File: config.mk
export PLATFORM = sky130hd
export DESIGN_NAME = sleep_gate
export DESIGN_NICKNAME = d
export VERILOG_FILES = /design/src/inc/sleep_gate_pkg.sv /design/src/rtl/sleep_gate.sv
export SDC_FILE = /design/constraint.sdc
export NUM_CORES = 1
export LEC_CHECK = 0
export BUFFER_PORTS_ARGS = -buffer_cell sky130_fd_sc_hd__buf_4
export CAP_MARGIN = 20
export CORE_MARGIN = 8
export CORE_UTILIZATION = 49
export CTS_CLUSTER_SIZE = 30
export DETAILED_ROUTE_END_ITERATION = 10
export GPL_TIMING_DRIVEN = 1
export PLACE_DENSITY_LB_ADDON = 0.08
export SLEW_MARGIN = 10
export SYNTH_ARGS = -nofsm -noshare
export SYNTH_HDL_FRONTEND = slang
export SYNTH_SLANG_ARGS = --single-unit
File: constraint.sdc
create_clock -name I_CLOCK -period 2.2 [get_ports I_CLOCK]
set_input_delay 0.33 -clock I_CLOCK [delete_from_list [all_inputs] [get_ports I_CLOCK]]
set_output_delay 0.33 -clock I_CLOCK [all_outputs]
set_load 0.03 [all_outputs]
File: src/inc/sleep_gate_pkg.sv
/*
  constants, field layouts and types for the sleep and peripheral clock
  gating block. assumes a 32-bit apb slave and a 100 MHz system clock.
*/
// Contract
// - gated peripheral: clock stopped, state frozen, access blocked
// - ungating resumes peripheral in its prior state
// - gating acts only in active and idle; the converter bit also turns the adc off in every sleep mode
// - adc stays on in sleep; re-enable gives extended conversion
// - comparator off in deep sleep; reference kept if used
// - fuse-enabled brown-out detector stays on always
// - reference on only when bod, comparator or adc need
// - enabled watchdog keeps running in every sleep mode
// - input buffers off when io and adc clocks stop; code keeps them on in adc noise reduction with the converter gated
// - sleep taken only when arm bit five set
// - mode field bits four-three select idle/adc/down/standby
// - control register bit two reads zero
// - gating bits seven-four read zero; reset zero
// - gating bit three stops wide timer, resumes after
// - gating bit two stops narrow timer, resumes after
// - gating bit one stops serial unit clock
// - gating bit zero stops adc; comparator loses adc mux
// - interrupt wake: four-cycle halt plus start-up, then resume
// - standby needs crystal option; wakes in six cycles
package sleep_gate_pkg;
  // register byte offsets on apb
  localparam logic [7:0] OFS_CORE_CONTROL = 8'h00;
  localparam logic [7:0] OFS_GATING = 8'h04;
  localparam logic [7:0] OFS_STATUS = 8'h08;
  // core control register fields
  localparam int SLEEP_ARM_BIT = 5;
  localparam int MODE_HI = 4;
  localparam int MODE_LO = 3;
  localparam logic [7:0] CORE_CONTROL_WMASK = 8'hF8;
  localparam logic [7:0] CORE_CONTROL_RESET = 8'h00;
  // gating register fields
  localparam int GATE_TIMER_WIDE = 3;
  localparam int GATE_TIMER_NARROW = 2;
  localparam int GATE_SERIAL_UNIT = 1;
  localparam int GATE_CONVERTER = 0;
  localparam logic [7:0] GATING_WMASK = 8'h0F;
  localparam logic [7:0] GATING_RESET = 8'h00;
  // sleep mode codes
  localparam logic [1:0] MODE_IDLE = 2'h0;
  localparam logic [1:0] MODE_ADC_NR = 2'h1;
  localparam logic [1:0] MODE_POWER_DOWN = 2'h2;
  localparam logic [1:0] MODE_STANDBY = 2'h3;
  // wake timing in clock cycles
  localparam int WAKE_HALT_CYCLES = 4;
  localparam int STANDBY_WAKE_CYCLES = 6;
  localparam int CNT_W = 8;
  // core sequencing states
  typedef enum logic [1:0] {
    ST_RUN,
    ST_SLEEP,
    ST_STARTUP,
    ST_HALT
  } core_state_t;
  // clock domain enables handed to the chip
  typedef struct packed {
    logic cpu;
    logic flash;
    logic io;
    logic adc;
    logic osc;
  } clk_dom_t;
  // analog enables
  typedef struct packed {
    logic adc_on;
    logic adc_extended;
    logic comp_on;
    logic comp_adc_mux;
    logic bod_on;
    logic ref_on;
    logic wdt_run;
    logic in_buf_on;
  } analog_t;
endpackage : sleep_gate_pkg

File: src/rtl/sleep_gate.sv
/*
  sleep sequencer and peripheral clock gating with apb registers.
  holds the core control and gating registers, the sleep state
  machine with its start-up and halt counts, the clock domain enables
  per sleep mode, the peripheral clock and access gates, and the
  analog enables for converter, comparator, reference, brown-out
  detector, watchdog and input buffers.
  assumes the core pulses sleep on a sleep instruction and that wake,
  crystal and fuse levels arrive from outside the clock domain.
  assumes an apb master that holds each request through its access
  phase; the slave answers every access phase at once, with no wait.
  assumes the chip gates its clocks from the registered enables here,
  so every enable lags its cause by one clock.
  assumes the peripherals keep their own state while their clock is
  held off; nothing here saves or restores that state.
*/
`timescale 1ns/1ps
`default_nettype none
module sleep_gate #(
  parameter int STARTUP_CYCLES = 16
) (
  // clock and reset
  input wire logic I_CLOCK,
  input wire logic I_RESET_N,
  // apb slave
  input wire logic I_PSEL,
  input wire logic I_PENABLE,
  input wire logic I_PWRITE,
  input wire logic [7:0] I_PADDR,
  input wire logic [31:0] I_PWDATA,
  output logic O_PREADY,
  output logic O_PSLVERR,
  output logic [31:0] O_PRDATA,
  // core interface
  input wire logic I_SLEEP_INSTR,
  output logic O_CORE_STALL,
  output logic O_SLEEP_NOP,
  // wake and configuration levels from pins
  input wire logic I_WAKE_IRQ,
  input wire logic I_CRYSTAL_SEL,
  input wire logic I_BOD_FUSE_EN,
  input wire logic I_WDT_EN,
  input wire logic I_ADC_EN,
  input wire logic I_COMP_EN,
  input wire logic I_COMP_USES_REF,
  // clock domain and peripheral gates
  output sleep_gate_pkg::clk_dom_t O_CLK_DOM,
  output logic [3:0] O_PERIPH_CLK_EN,
  output logic [3:0] O_PERIPH_ACCESS_EN,
  output sleep_gate_pkg::analog_t O_ANALOG
);

  // registers
  logic [7:0] core_control; // arm and mode
  logic [7:0] gating; // peripheral gates
  // synchronisers: stage one read by stage two only
  logic [6:0] sync1;
  logic [6:0] sync2;
  // sequencer
  sleep_gate_pkg::core_state_t state;
  sleep_gate_pkg::core_state_t next_state;
  logic [1:0] mode; // mode latched at sleep entry
  logic [1:0] next_mode;
  logic [sleep_gate_pkg::CNT_W-1:0] count;
  logic [sleep_gate_pkg::CNT_W-1:0] next_count;
  logic adc_prev; // adc on last cycle
  logic adc_ext; // next conversion extended

  // named synchronised levels
  wire wake = sync2[0];
  wire crystal = sync2[1];
  wire bod_fuse = sync2[2];
  wire wdt_en = sync2[3];
  wire adc_en = sync2[4];
  wire comp_en = sync2[5];
  wire comp_ref = sync2[6];

  // apb decode
  // setup is the first cycle of a transfer, access the answered one
  // writes land only at the access edge, with ready high, so a
  // request that the master drops early never changes a register
  // unmapped addresses raise the error flag and write nothing
  // reads of reserved bits come back as zero through the masks
  wire setup = I_PSEL & ~I_PENABLE;
  wire access = I_PSEL & I_PENABLE;
  wire hit_core = I_PADDR == sleep_gate_pkg::OFS_CORE_CONTROL;
  wire hit_gate = I_PADDR == sleep_gate_pkg::OFS_GATING;
  wire hit_stat = I_PADDR == sleep_gate_pkg::OFS_STATUS;
  wire mapped = hit_core | hit_gate | hit_stat;
  wire wr_core = access & O_PREADY & I_PWRITE & hit_core;
  wire wr_gate = access & O_PREADY & I_PWRITE & hit_gate;
  // masks keep reserved bits at zero
  wire [7:0] core_wdata = I_PWDATA[7:0] & sleep_gate_pkg::CORE_CONTROL_WMASK;
  wire [7:0] gate_wdata = I_PWDATA[7:0] & sleep_gate_pkg::GATING_WMASK;
  wire [7:0] status_word = {4'h0, crystal, 1'b0, state != sleep_gate_pkg::ST_RUN,
                            state == sleep_gate_pkg::ST_SLEEP};
  wire [7:0] rd_byte = hit_core ? core_control :
                       hit_gate ? gating :
                       hit_stat ? status_word : 8'h00;

  // sleep entry decision
  // the arm bit is sampled in the same cycle as the sleep pulse
  // an unarmed pulse only answers with the no-operation strobe
  // the mode is latched at entry, so later register writes made
  // while asleep cannot change the running sleep mode
  wire arm = core_control[sleep_gate_pkg::SLEEP_ARM_BIT];
  wire [1:0] req_mode = core_control[sleep_gate_pkg::MODE_HI:sleep_gate_pkg::MODE_LO];
  // standby without crystal falls back to power-down
  wire [1:0] entry_mode = (req_mode == sleep_gate_pkg::MODE_STANDBY && !crystal)
                          ? sleep_gate_pkg::MODE_POWER_DOWN : req_mode;
  wire take_sleep = (state == sleep_gate_pkg::ST_RUN) & I_SLEEP_INSTR & arm;
  wire nop_sleep = (state == sleep_gate_pkg::ST_RUN) & I_SLEEP_INSTR & ~arm;
  wire asleep = state == sleep_gate_pkg::ST_SLEEP;
  // wake start-up length depends on mode
  wire [sleep_gate_pkg::CNT_W-1:0] startup_len = (mode == sleep_gate_pkg::MODE_STANDBY)
      ? sleep_gate_pkg::CNT_W'(sleep_gate_pkg::STANDBY_WAKE_CYCLES)
      : sleep_gate_pkg::CNT_W'(STARTUP_CYCLES);

  // per-mode clock domains
  // idle keeps io and adc clocks, noise reduction only the adc clock
  // power-down stops all generated clocks and the oscillator
  // standby keeps the oscillator so that wake-up is short
  // the halt cycles after start-up count as running clocks
  wire in_sleep = asleep | (state == sleep_gate_pkg::ST_STARTUP);
  wire dom_io = !in_sleep || mode == sleep_gate_pkg::MODE_IDLE;
  wire dom_adc = !in_sleep || mode == sleep_gate_pkg::MODE_IDLE
                 || mode == sleep_gate_pkg::MODE_ADC_NR;
  wire dom_osc = dom_adc || mode == sleep_gate_pkg::MODE_STANDBY;
  wire deep = in_sleep && (mode == sleep_gate_pkg::MODE_POWER_DOWN
              || mode == sleep_gate_pkg::MODE_STANDBY);
  // peripheral clock gating only matters where io clock runs; the converter bit also gates adc clock and power
  wire [3:0] periph_run = ~gating[3:0] & {4{dom_io}};
  wire adc_clock = dom_adc & ~gating[sleep_gate_pkg::GATE_CONVERTER];
  wire adc_on_now = adc_en & ~gating[sleep_gate_pkg::GATE_CONVERTER];
  wire comp_on_now = comp_en & ~deep;
  wire ref_need = bod_fuse | (comp_en & comp_ref) | adc_on_now;

  // next-state logic for the sleep sequencer
  // run waits for an armed pulse, sleep waits for a synced wake,
  // start-up counts down its length, halt counts four more cycles
  // counters load length minus one so that zero ends the phase
  // sleep pulses outside run are ignored on purpose
  always_comb
  begin
    next_state = state;
    next_mode = mode;
    next_count = count;
    unique case (state)
      sleep_gate_pkg::ST_RUN:
      begin
        // armed sleep latches the mode
        if (take_sleep)
        begin
          next_state = sleep_gate_pkg::ST_SLEEP;
          next_mode = entry_mode;
        end
      end
      sleep_gate_pkg::ST_SLEEP:
      begin
        // wake starts the start-up count
        if (wake)
        begin
          next_state = sleep_gate_pkg::ST_STARTUP;
          next_count = startup_len - 1'b1;
        end
      end
      sleep_gate_pkg::ST_STARTUP:
      begin
        // start-up done, then fixed halt
        if (count == '0)
        begin
          next_state = sleep_gate_pkg::ST_HALT;
          next_count = sleep_gate_pkg::CNT_W'(sleep_gate_pkg::WAKE_HALT_CYCLES - 1);
        end
        else
          next_count = count - 1'b1;
      end
      sleep_gate_pkg::ST_HALT:
      begin
        // halt over, core resumes
        if (count == '0)
          next_state = sleep_gate_pkg::ST_RUN;
        else
          next_count = count - 1'b1;
      end
    endcase
  end

  // two-flop synchronisers for pin levels
  // every level here may change at any time relative to the clock
  // only the second stage feeds logic, so metastability settles
  always_ff @(posedge I_CLOCK or negedge I_RESET_N)
  begin
    if (!I_RESET_N)
    begin
      sync1 <= '0;
      sync2 <= '0;
    end
    else
    begin
      sync1 <= {I_COMP_USES_REF, I_COMP_EN, I_ADC_EN, I_WDT_EN,
                I_BOD_FUSE_EN, I_CRYSTAL_SEL, I_WAKE_IRQ};
      sync2 <= sync1;
    end
  end

  // register writes, taken at the access edge while ready is high
  // the effect shows on the gates one clock after that edge
  // gating bits stop a peripheral but never reset it, so clearing
  // a bit lets the peripheral go on from where it stopped
  // software must idle a peripheral first; nothing here checks it
  always_ff @(posedge I_CLOCK or negedge I_RESET_N)
  begin
    if (!I_RESET_N)
    begin
      core_control <= sleep_gate_pkg::CORE_CONTROL_RESET;
      gating <= sleep_gate_pkg::GATING_RESET;
    end
    else
    begin
      // control register, reserved bits dropped
      if (wr_core)
        core_control <= core_wdata;
      // gating bits: timers, serial unit, adc
      if (wr_gate)
        gating <= gate_wdata;
    end
  end

  // apb answer: one-cycle access phase
  // ready, error and read data are flops loaded in the setup cycle,
  // so each stands for exactly the one access cycle
  // read data return to zero after the access to ease bus muxing
  always_ff @(posedge I_CLOCK or negedge I_RESET_N)
  begin
    if (!I_RESET_N)
    begin
      O_PREADY <= 1'b0;
      O_PSLVERR <= 1'b0;
      O_PRDATA <= '0;
    end
    else
    begin
      O_PREADY <= setup;
      O_PSLVERR <= setup & ~mapped;
      // read data placed for the access edge
      if (setup & ~I_PWRITE)
        O_PRDATA <= {24'h0, rd_byte};
      else if (access)
        O_PRDATA <= '0;
    end
  end

  // sequencer registers
  // reset leaves the core running in idle mode with no count
  // a reset during sleep returns straight to run
  always_ff @(posedge I_CLOCK or negedge I_RESET_N)
  begin
    if (!I_RESET_N)
    begin
      state <= sleep_gate_pkg::ST_RUN;
      mode <= sleep_gate_pkg::MODE_IDLE;
      count <= '0;
    end
    else
    begin
      state <= next_state;
      mode <= next_mode;
      count <= next_count;
    end
  end

  // extended conversion after the adc was off
  // the flag starts set because the converter is cold after reset
  // being off wins over a clear in the same cycle
  // it clears once the converter has run for a clock with power on
  always_ff @(posedge I_CLOCK or negedge I_RESET_N)
  begin
    if (!I_RESET_N)
    begin
      adc_prev <= 1'b0;
      adc_ext <= 1'b1;
    end
    else
    begin
      adc_prev <= adc_on_now;
      // off sets the flag; a clock with adc on clears it
      if (!adc_on_now)
        adc_ext <= 1'b1;
      else if (adc_prev && adc_clock)
        adc_ext <= 1'b0;
    end
  end

  // registered outputs toward core, clocks and analog
  // stall follows the next state, so it rises with the entry edge
  // clock domain enables follow the present state, one clock later
  // access enables follow the gating bits in every mode
  // peripheral clocks also need the io clock to be running
  // brown-out, watchdog and reference ignore the sleep mode
  always_ff @(posedge I_CLOCK or negedge I_RESET_N)
  begin
    if (!I_RESET_N)
    begin
      O_CORE_STALL <= 1'b0;
      O_SLEEP_NOP <= 1'b0;
      O_CLK_DOM <= '1;
      O_PERIPH_CLK_EN <= '1;
      O_PERIPH_ACCESS_EN <= '1;
      O_ANALOG <= '0;
    end
    else
    begin
      O_CORE_STALL <= next_state != sleep_gate_pkg::ST_RUN;
      O_SLEEP_NOP <= nop_sleep;
      O_CLK_DOM.cpu <= !in_sleep;
      O_CLK_DOM.flash <= !in_sleep;
      O_CLK_DOM.io <= dom_io;
      O_CLK_DOM.adc <= adc_clock;
      O_CLK_DOM.osc <= dom_osc;
      O_PERIPH_CLK_EN <= periph_run;
      O_PERIPH_ACCESS_EN <= ~gating[3:0];
      O_ANALOG.adc_on <= adc_on_now;
      O_ANALOG.adc_extended <= adc_ext;
      O_ANALOG.comp_on <= comp_on_now;
      O_ANALOG.comp_adc_mux <= ~gating[sleep_gate_pkg::GATE_CONVERTER];
      O_ANALOG.bod_on <= bod_fuse;
      O_ANALOG.ref_on <= ref_need;
      O_ANALOG.wdt_run <= wdt_en;
      O_ANALOG.in_buf_on <= dom_io | dom_adc;
    end
  end

endmodule : sleep_gate
`default_nettype wire

# == After elaboration in Yosys (flattened, before gate mapping) ==
# Index checks and enable logic that the tools add are counted.
# op_classes
magnitude_cmp,0
div_mod_pow,0
bitwise_logic,29
n_addsub,2
mux,18
eq_ne,12
n_shift,0
n_mul,0
reduce_logical,19
# ops
operator,count
$mux W32,2
$mux W8,4
$pmux W8 S3,1
$logic_not A8 Y1,2
$and A1 B1 Y1,15
$eq A2 B2 Y1 const B,5
$mux W2,5
$eq A8 B3 Y1 const B,1
$eq A8 B4 Y1 const B,1
$mux W4,2
$pmux W2 S4,1
$sub A8 B1 Y8 const B,1
$not A1 Y1,6
$or A1 B1 Y1,6
$reduce_bool A2 Y1,3
$sub A5 B1 Y6 const B,1
$mux W5,1
$and A4 B4 Y4,1
$eq A2 B1 Y1 const B,2
$logic_not A2 Y1,2
$logic_or A1 B1 Y1,4
$ne A2 B2 Y1 const B,2
$not A4 Y4,1
$logic_and A1 B1 Y1,3
6 further kinds,8
# totals
latchBits,0
ramBits,0
output_inout_bits,57
register_bits,92
n_memories,0
romBits,0

# == Depth between registers and ports, before layout ==
# Gate-level depths: netlist (run 1).
# logic_depth
depth_word,9
mapped_depth,7
mapped_depth_nobuf,6

# == Worst setup path before layout (run 1) ==
# OpenSTA, ideal clock, no wires.
# synth_timing
path_kind,register to register
start,reg state[1]
end,reg count[5] (netlist bit)
synth_period_minus_slack_ps,1909
arrival_ps,1831
path_stages_with_launch,7
slack_ps,291
required_time_ps,2122
path_cell_list,dfrtp_1 -> inv_1 -> ha_1 -> and2b_1 -> a311o_1 -> or4_1 -> a21oi_1
# synth_via
elab_chain_cells,3
elab_cells_between_ends,8
cone_classes,eq/ne: 5; mux: 1; reduce/logical: 2
# synth_lines
element,line,source
from (decl),sleep_gate.sv:60,sleep_gate_pkg::core_state_t state;
from (signal assigned),sleep_gate.sv:261,state <= sleep_gate_pkg::ST_RUN;
from (signal assigned),sleep_gate.sv:267,state <= next_state;
$eq A2 B2 Y1 or $eq A2 B1 Y1 (tied branches),sleep_gate.sv:148,unique case (state)
$ne A2 B2 Y1 (no source line) or $reduce_bool A3 Y1 (tied branches),n/a,
$reduce_and A3 Y1 (no source line),n/a,
to (signal assigned),sleep_gate.sv:269,count <= next_count;
to (decl),sleep_gate.sv:64,logic [sleep_gate_pkg::CNT_W-1:0] count;
# Parallel ways exist; a longest one is shown, timed or not.
# A chain may end at the register's enable or synchronous reset.

# == Worst setup path after layout (run 1) ==
# layout_timing
start,reg state[0]
end,reg count[5] (netlist bit)
# The elaborated chain is that of the path after synthesis.

==> results of run 1 <==
[worst min path at each step]
stage                       startpoint  depth (start not counted)                    end  slack [ns]
floorplan                    I_RESET_N                          0  O_ANALOG[0]$_DFF_PN0_        0.03
global placement    sync1[2]$_DFF_PN0_                          0     sync2[2]$_DFF_PN0_        0.33
detailed placement           I_RESET_N                          1  O_SLEEP_NOP$_DFF_PN0_        0.34
CTS                    I_COMP_USES_REF                          1     sync1[6]$_DFF_PN0_        0.08
global route           I_COMP_USES_REF                          1     sync1[6]$_DFF_PN0_        0.07
finish                       I_COMP_EN                          1     sync1[5]$_DFF_PN0_        0.09
[placed cells by master, fill, tap and decap left out, types with 3 or more instances in the layout]
cell type | synthesis | layout
o21ai_0 | 10 | 10
nor2b_1 | 5 | 5
a22o_1 | 10 | 10
nor3_1 | 4 | 4
and2_1 | 3 | 3
dfrtp_1 | 55 | 55
inv_1 | 14 | 14
o31ai_1 | 3 | 3
or3_1 | 3 | 3
conb_1 | 1 | 24
nand2_1 | 14 | 14
dfstp_2 | 13 | 13
nor2_1 | 13 | 13
clkbuf_8 | 0 | 9
ha_1 | 7 | 7
inv_6 | 0 | 3
mux2_2 | 8 | 8
or4_1 | 3 | 3
a21oi_1 | 11 | 11
buf_4 | 27 | 67
[report_power, final]
part           leakage [uW]  total, uW  switching [uW]  internal (uW)
sequential         0.000823       1410            72.4           1340
combinational      0.000767        588             368            220
clock             0.0000988       1060             516            543
[kinds of logic after synthesis]
family,after synthesis
other,1
muxes,10
buffers and inverters,42
and+or+nand+nor,63
DFF,68
AOI/OAI and AO/OA,50
adders and majority gates,7
[state kept, by name, indices dropped and copies added (netlist names)]
| register | cells |
|---|---|
| O_ANALOG | 8 |
| O_PRDATA | 8 |
| count | 8 |
| sync1 | 7 |
| sync2 | 7 |
| core_control | 5 |
| O_CLK_DOM | 4 |
| O_PERIPH_ACCESS_EN | 4 |
| O_PERIPH_CLK_EN | 4 |
| gating | 4 |
| mode | 2 |
| state | 2 |
| O_CORE_STALL | 1 |
| O_PREADY | 1 |
| O_PSLVERR | 1 |
| O_SLEEP_NOP | 1 |
| adc_ext | 1 |
[per-stage QoR]
stage	setup WS (ns)	total power, uW	cell area (sq um)	instances	util, %
2_1_floorplan	0.291	1840	3010	264	-
3_3_place_gp	0.193	2000	3420	379	58.4
3_5_place_dp	0.179	2020	3420	379	58.4
4_1_cts	0.135	3090	3640	396	62.1
5_1_grt	0.00106	3210	3650	396	62.4
6_report	0.123	3060	3650	396	62.4
[cell type report]
cell class / instances / area (sq um)
Sequential cell: 68 / 1720
Multi-Input combinational cell: 154 / 1040
Clock buffer: 9 / 124
Fill cell: 500 / 2200
Tap cell: 75 / 93.8
Inverter: 14 / 52.6
Timing Repair Buffer: 69 / 533
Clock inverter: 7 / 82.6
[worst reg2reg max path, stage by stage (launching register included)]
cell and delay [ns]:
dfrtp_1 0.40, inv_1 0.13, ha_1 0.35, nor2_1 0.07, a311o_1 0.40, or4_1 0.50
a21oi_1 0.16
[timing repair]
action                                 CTS  global route
setup endpoints to repair                0             4
endpoints found under the hold margin   34             0
hold buffers                             1             0
resized for setup                        0             1
[metal layers]
layer	GRT usage, %	part of all wire, %	vias up
li1	-	-	952
met1	15.1	40	975
met2	22.5	50	67
met3	6.57	9.1	4
met4	5.23	0.79	0
met5	0	0	-
==> impl_metrics.env, run 1 <==
export IMPL_synth_compound_area_share_pct=12.3
export IMPL_rsz0062_at_grt="false"
export IMPL_drive_gt1_share_pct=36.4
export IMPL_cts_setup_buffers=0
export IMPL_slowest_stage="or4_1"
export IMPL_hold_slack_ns=0.0926
export IMPL_grt_pass1_vias=2059
export IMPL_clock_latency_ns=0.34
export IMPL_cp_end_kind="flip-flop"
export IMPL_vias_per_cell=5.05
export IMPL_wl_per_cell_um=14.7
export IMPL_synth_enable_flop_cells=0
export IMPL_post_route_drc_count=0
export IMPL_dr_first_iter_drc_count=45
export IMPL_p_leak_uw=0.00169
export IMPL_setup_viol=0
export IMPL_ys_seq_area_share_pct=58.8
export IMPL_place_congestion=0.782
export IMPL_r2r_cells=6
export IMPL_final_setup_tns_ns=0
export IMPL_syn_area_per_cell_sq_um=12.1
export IMPL_endpoint="count[5]$_DFFE_PN0P_"
export IMPL_dieArea_sq_um=8700
export IMPL_wirelength_mm=5.82
export IMPL_ant_nets=0
export IMPL_clock_skew_final_ns=0.00749
export IMPL_ys_warn_count=0
export IMPL_drv_cap=0
export IMPL_crit_chain="inv_1 > ha_1 > nor2_1 > a311o_1 > or4_1 > a21oi_1"
export IMPL_netlist_area_leader_share_pct=47.1
export IMPL_status="finished clean"
export IMPL_worstPathMaxFanout=9
export IMPL_fmax_ghz=0.482
export IMPL_cp_arrival_ns=2.34
export IMPL_cp_required_ns=2.47
export IMPL_cp_startpoint="state[0]$_DFF_PN0_"
export IMPL_fp_dieH_um=93.3
export IMPL_grt_pass1_wl_mm=9.45
export IMPL_crit_type="flip-flop to flip-flop"
export IMPL_synth_adder_area_share_pct=3.00
export IMPL_maxSlewViolCount=0
export IMPL_core_sq_um=5850
export IMPL_synth_most_common_cell="dfrtp_1"
export IMPL_synth_area_sq_um=2920
export IMPL_htree_num_levels=3
export IMPL_r2r_start="state[0]$_DFF_PN0_"
export IMPL_fin_crit_sh_pct=94.4
export IMPL_cts_root_buffer_cell="clkbuf_8"
export IMPL_grt_max_degree=40
export IMPL_synth_main_ff_cell="dfrtp_1"
export IMPL_cp_depth=6
export IMPL_finalCriticalPeriod_ns=2.08
export IMPL_relSlewSlack_pct=60.4
export IMPL_antenna_found_initial=0
export IMPL_synthArstFlopShare_pct=100
export IMPL_tritoncts="done"
export IMPL_crit_buf_inv=1
export IMPL_powerDensity_nw_per_um2=838
export IMPL_initial_core_util_pct=50.0
export IMPL_synthTopCellsByArea="dfrtp_1 47%, dfstp_2 12%, buf_4 6.9%, mux2_2 3.1%, a22o_1 3.0%"
export IMPL_ys_ff_latch=68
export IMPL_num_antenna_cells=0
export IMPL_drt_pass1_iterations=4
export IMPL_clock_sinks=68
export IMPL_path_clk_slew_ns=0.08
export IMPL_synthSimpleGateAreaFrac_pct=13.1
export IMPL_synthCells=241
export IMPL_synth_common_cells="55 x dfrtp_1, 27 x buf_4, 14 x inv_1, 14 x nand2_1"
export IMPL_synth_xor_area_share_pct=0
export IMPL_nNetsFinal=376
export IMPL_slowest_delay_ns=0.50
export IMPL_overflow=0
export IMPL_cts_made_buffers=9
export IMPL_rows=28
export IMPL_rrSetupSlack_ns=0.12
export IMPL_hpwl_mm=4.46
export IMPL_synth_area_leader_cell="dfrtp_1"
export IMPL_r2r_end="count[5]$_DFFE_PN0P_"
export IMPL_num_vias=1998
export IMPL_start_kind="flip-flop"
export IMPL_final_hold_viol_count=0
export IMPL_die_w_um=93.3
export IMPL_clock_path_buffers=2
export IMPL_grt_use_total_pct=13.8
export IMPL_crit_family="simple AND/OR/NAND/NOR gates"
export IMPL_synth_top_family_by_area="simple AND/OR/NAND/NOR gates"
export IMPL_peakVddDrop_mv=0.469
export IMPL_numPortBuffers=61
export IMPL_min_path_type="input port to flip-flop"
export IMPL_syn2layout_area_growth_pct=24.8
export IMPL_tightest_slew_ns=0.589
export IMPL_muxShareOfSynthArea_pct=3.81
export IMPL_ys_types=47
export IMPL_ioPinCount=110
(Power assumes the default switching activity.)
==> run 2, diff against run 1 <==
--- a/config.mk
+++ b/config.mk
@@ -13,6 +13,7 @@
 export DETAILED_ROUTE_END_ITERATION = 10
 export GPL_TIMING_DRIVEN = 1
 export PLACE_DENSITY_LB_ADDON = 0.08
+export RECOVER_POWER = 100
 export SLEW_MARGIN = 10
 export SYNTH_ARGS = -nofsm -noshare
 export SYNTH_HDL_FRONTEND = slang
==> run 2 against run 1 <==
Effect of this change:
- non-clock buffer count unchanged
- sequential power about the same
- setup slack better by 0.0077 ns
- design area down 4.7%
- via count unchanged
- sequential share of layout area up 2.3 points
- combinational power down 7.1%
- first-iteration DRC count up 16%
- clock skew about the same
- critical path depth unchanged
- largest cell class unchanged
==> impl_metrics.env, run 2 (same netlist as run 1, synthesis figures left out) <==
export IMPL_p_leak_uw=0.00155
export IMPL_final_common_cell="dfrtp_1"
export IMPL_setup_viol=0
export IMPL_status="finished clean"
export IMPL_cp_end_kind="flip-flop"
export IMPL_final_hold_viol_count=0
export IMPL_drive_gt1_share_pct=24.3
export IMPL_r2r_end="count[5]$_DFFE_PN0P_"
export IMPL_path_clk_slew_ns=0.08
export IMPL_endpoint="count[5]$_DFFE_PN0P_"
export IMPL_grt_met3_usage_pct=6.57
export IMPL_numPortBuffers=61
export IMPL_clock_skew_final_ns=0.00739
export IMPL_r2r_cells=6
export IMPL_finalCriticalPeriod_ns=2.07
export IMPL_power_total_uw=3010
export IMPL_cp_required_ns=2.46
export IMPL_ant_nets=0
export IMPL_reg_top3="O_ANALOG x8, O_PRDATA x8, count x8"
export IMPL_overflow=0
export IMPL_cts_root_buffer_cell="clkbuf_8"
export IMPL_clock_sinks=68
export IMPL_slowest_stage="or4_1"
export IMPL_place_congestion=0.782
export IMPL_relSlewSlack_pct=33.8
export IMPL_tritoncts="done"
export IMPL_dpl_worst_slack_ns=0.179
export IMPL_rrSetupSlack_ns=0.13
export IMPL_cp_depth=6
export IMPL_cp_startpoint="state[0]$_DFF_PN0_"
export IMPL_fp_dieH_um=93.3
export IMPL_crit_family="simple AND/OR/NAND/NOR gates"
export IMPL_min_path_type="input port to flip-flop"
export IMPL_dieArea_sq_um=8700
export IMPL_grt_pass1_vias=2059
export IMPL_r2r_start="state[0]$_DFF_PN0_"
export IMPL_htree_num_levels=3
export IMPL_busiest_layer="met2"
export IMPL_clock_path_buffers=2
export IMPL_final_cell_area_sq_um=3480
export IMPL_num_antenna_cells=0
export IMPL_antenna_found_initial=0
export IMPL_grt_max_degree=40
export IMPL_rsz0062_at_grt="false"
export IMPL_crit_buf_inv=1
export IMPL_peakVddDrop_mv=0.466
export IMPL_setup_slack_ns=0.131
export IMPL_cts_made_buffers=9
export IMPL_cts_setup_buffers=0
export IMPL_grt_pass1_wl_mm=9.45
export IMPL_nNetsFinal=376
export IMPL_final_setup_tns_ns=0
export IMPL_fin_crit_sh_pct=94.0
export IMPL_start_kind="flip-flop"
export IMPL_drt_pass1_iterations=4
export IMPL_drv_cap=0
export IMPL_place_area_sq_um=3420
export IMPL_worstPathMaxFanout=9
export IMPL_grtUsageMet1_pct=15.1
export IMPL_vias_per_cell=5.05
export IMPL_fillCellCount=524
export IMPL_cp_arrival_ns=2.33
export IMPL_slowest_delay_ns=0.50
export IMPL_crit_chain="inv_1 > ha_1 > nor2_1 > a311o_1 > or4_1 > a21oi_1"
export IMPL_num_vias=1998
export IMPL_initial_core_util_pct=50.0
export IMPL_dr_first_iter_drc_count=52
export IMPL_post_route_drc_count=0
export IMPL_grt_use_met2_pct=22.5
export IMPL_maxSlewViolCount=0
export IMPL_syn2layout_area_growth_pct=18.9
export IMPL_powerDensity_nw_per_um2=866
export IMPL_layout_common_cells="55 x dfrtp_1, 36 x clkbuf_1, 24 x conb_1, 22 x buf_4"
export IMPL_core_sq_um=5850
export IMPL_ioPinCount=110
export IMPL_rows=28
export IMPL_wl_per_cell_um=14.7
export IMPL_final_util_pct=59.4
export IMPL_tightest_slew_ns=0.993
export IMPL_die_w_um=93.3
export IMPL_crit_type="flip-flop to flip-flop"
export IMPL_wirelength_mm=5.82
export IMPL_clock_latency_ns=0.34
export IMPL_fmax_ghz=0.483
export IMPL_hpwl_mm=4.46
export IMPL_grt_use_total_pct=13.8
## run 2: cell types whose count changed in the layout (fill, tap and decap cells not counted), sizes merged
cell    change
buf        -45
clkbuf     +45
## run 2: through the flow
step	hold WS, ns	std cells
3_5_place_dp	0.336	379
3_3_place_gp	0.331	379
6_report	0.117	396
5_1_grt	0.0923	396
4_1_cts	0.0832	396
2_1_floorplan	0.0344	264
## run 2: per-layer routing
layer / vias up / part of all wire, %
met4: 0 / 0.93
met5: - / 0
met3: 6 / 9.3
li1: 954 / -
met2: 69 / 50
met1: 969 / 40
## run 2: power breakdown
part / total, uW / internal [uW] / switching, uW
registers: 1410 / 1340 / 71.6
logic: 546 / 182 / 364
clock network: 1060 / 543 / 513
total: 3010 / 2060 / 949
## run 2: worst register-to-register path: cells and delay by family, from the launching register on
family | cells | cell delay [ns]
flip-flops | 1 | 0.40
AO/OA/AOI/OAI | 2 | 0.56
adder cells (fa/ha/maj) | 1 | 0.35
buffers and inverters | 1 | 0.13
AND/OR/NAND/NOR | 2 | 0.57
## run 2: worst min path at each step
stage / start / endpoint / slack (ns) / depth (start not counted)
floorplan: I_RESET_N / O_ANALOG[0]$_DFF_PN0_ / 0.03 / 0
global placement: sync1[2]$_DFF_PN0_ / sync2[2]$_DFF_PN0_ / 0.33 / 0
detailed placement: I_RESET_N / O_SLEEP_NOP$_DFF_PN0_ / 0.34 / 1
CTS: I_COMP_USES_REF / sync1[6]$_DFF_PN0_ / 0.08 / 1
global route: I_COMP_USES_REF / sync1[6]$_DFF_PN0_ / 0.09 / 1
finish: I_COMP_EN / sync1[5]$_DFF_PN0_ / 0.12 / 1
## run 2: repair_timing
| item | CTS | global route |
|---|---|---|
| gates resized for setup | 0 | 1 |
| hold endpoints to repair | 34 | 0 |
| hold buffers | 1 | 0 |
| setup endpoints to repair | 0 | 4 |
## run 2: cell type report
cell class,instances,area (sq um),area share (%)
multi-input combinational,154,1010,29.1
sequential,68,1720,49.4
clock buffer,9,124,3.56
inverter,14,52.6,1.51
timing repair buffer,69,395,11.4
clock inverter,7,82.6,2.37
tap,75,93.8,2.70
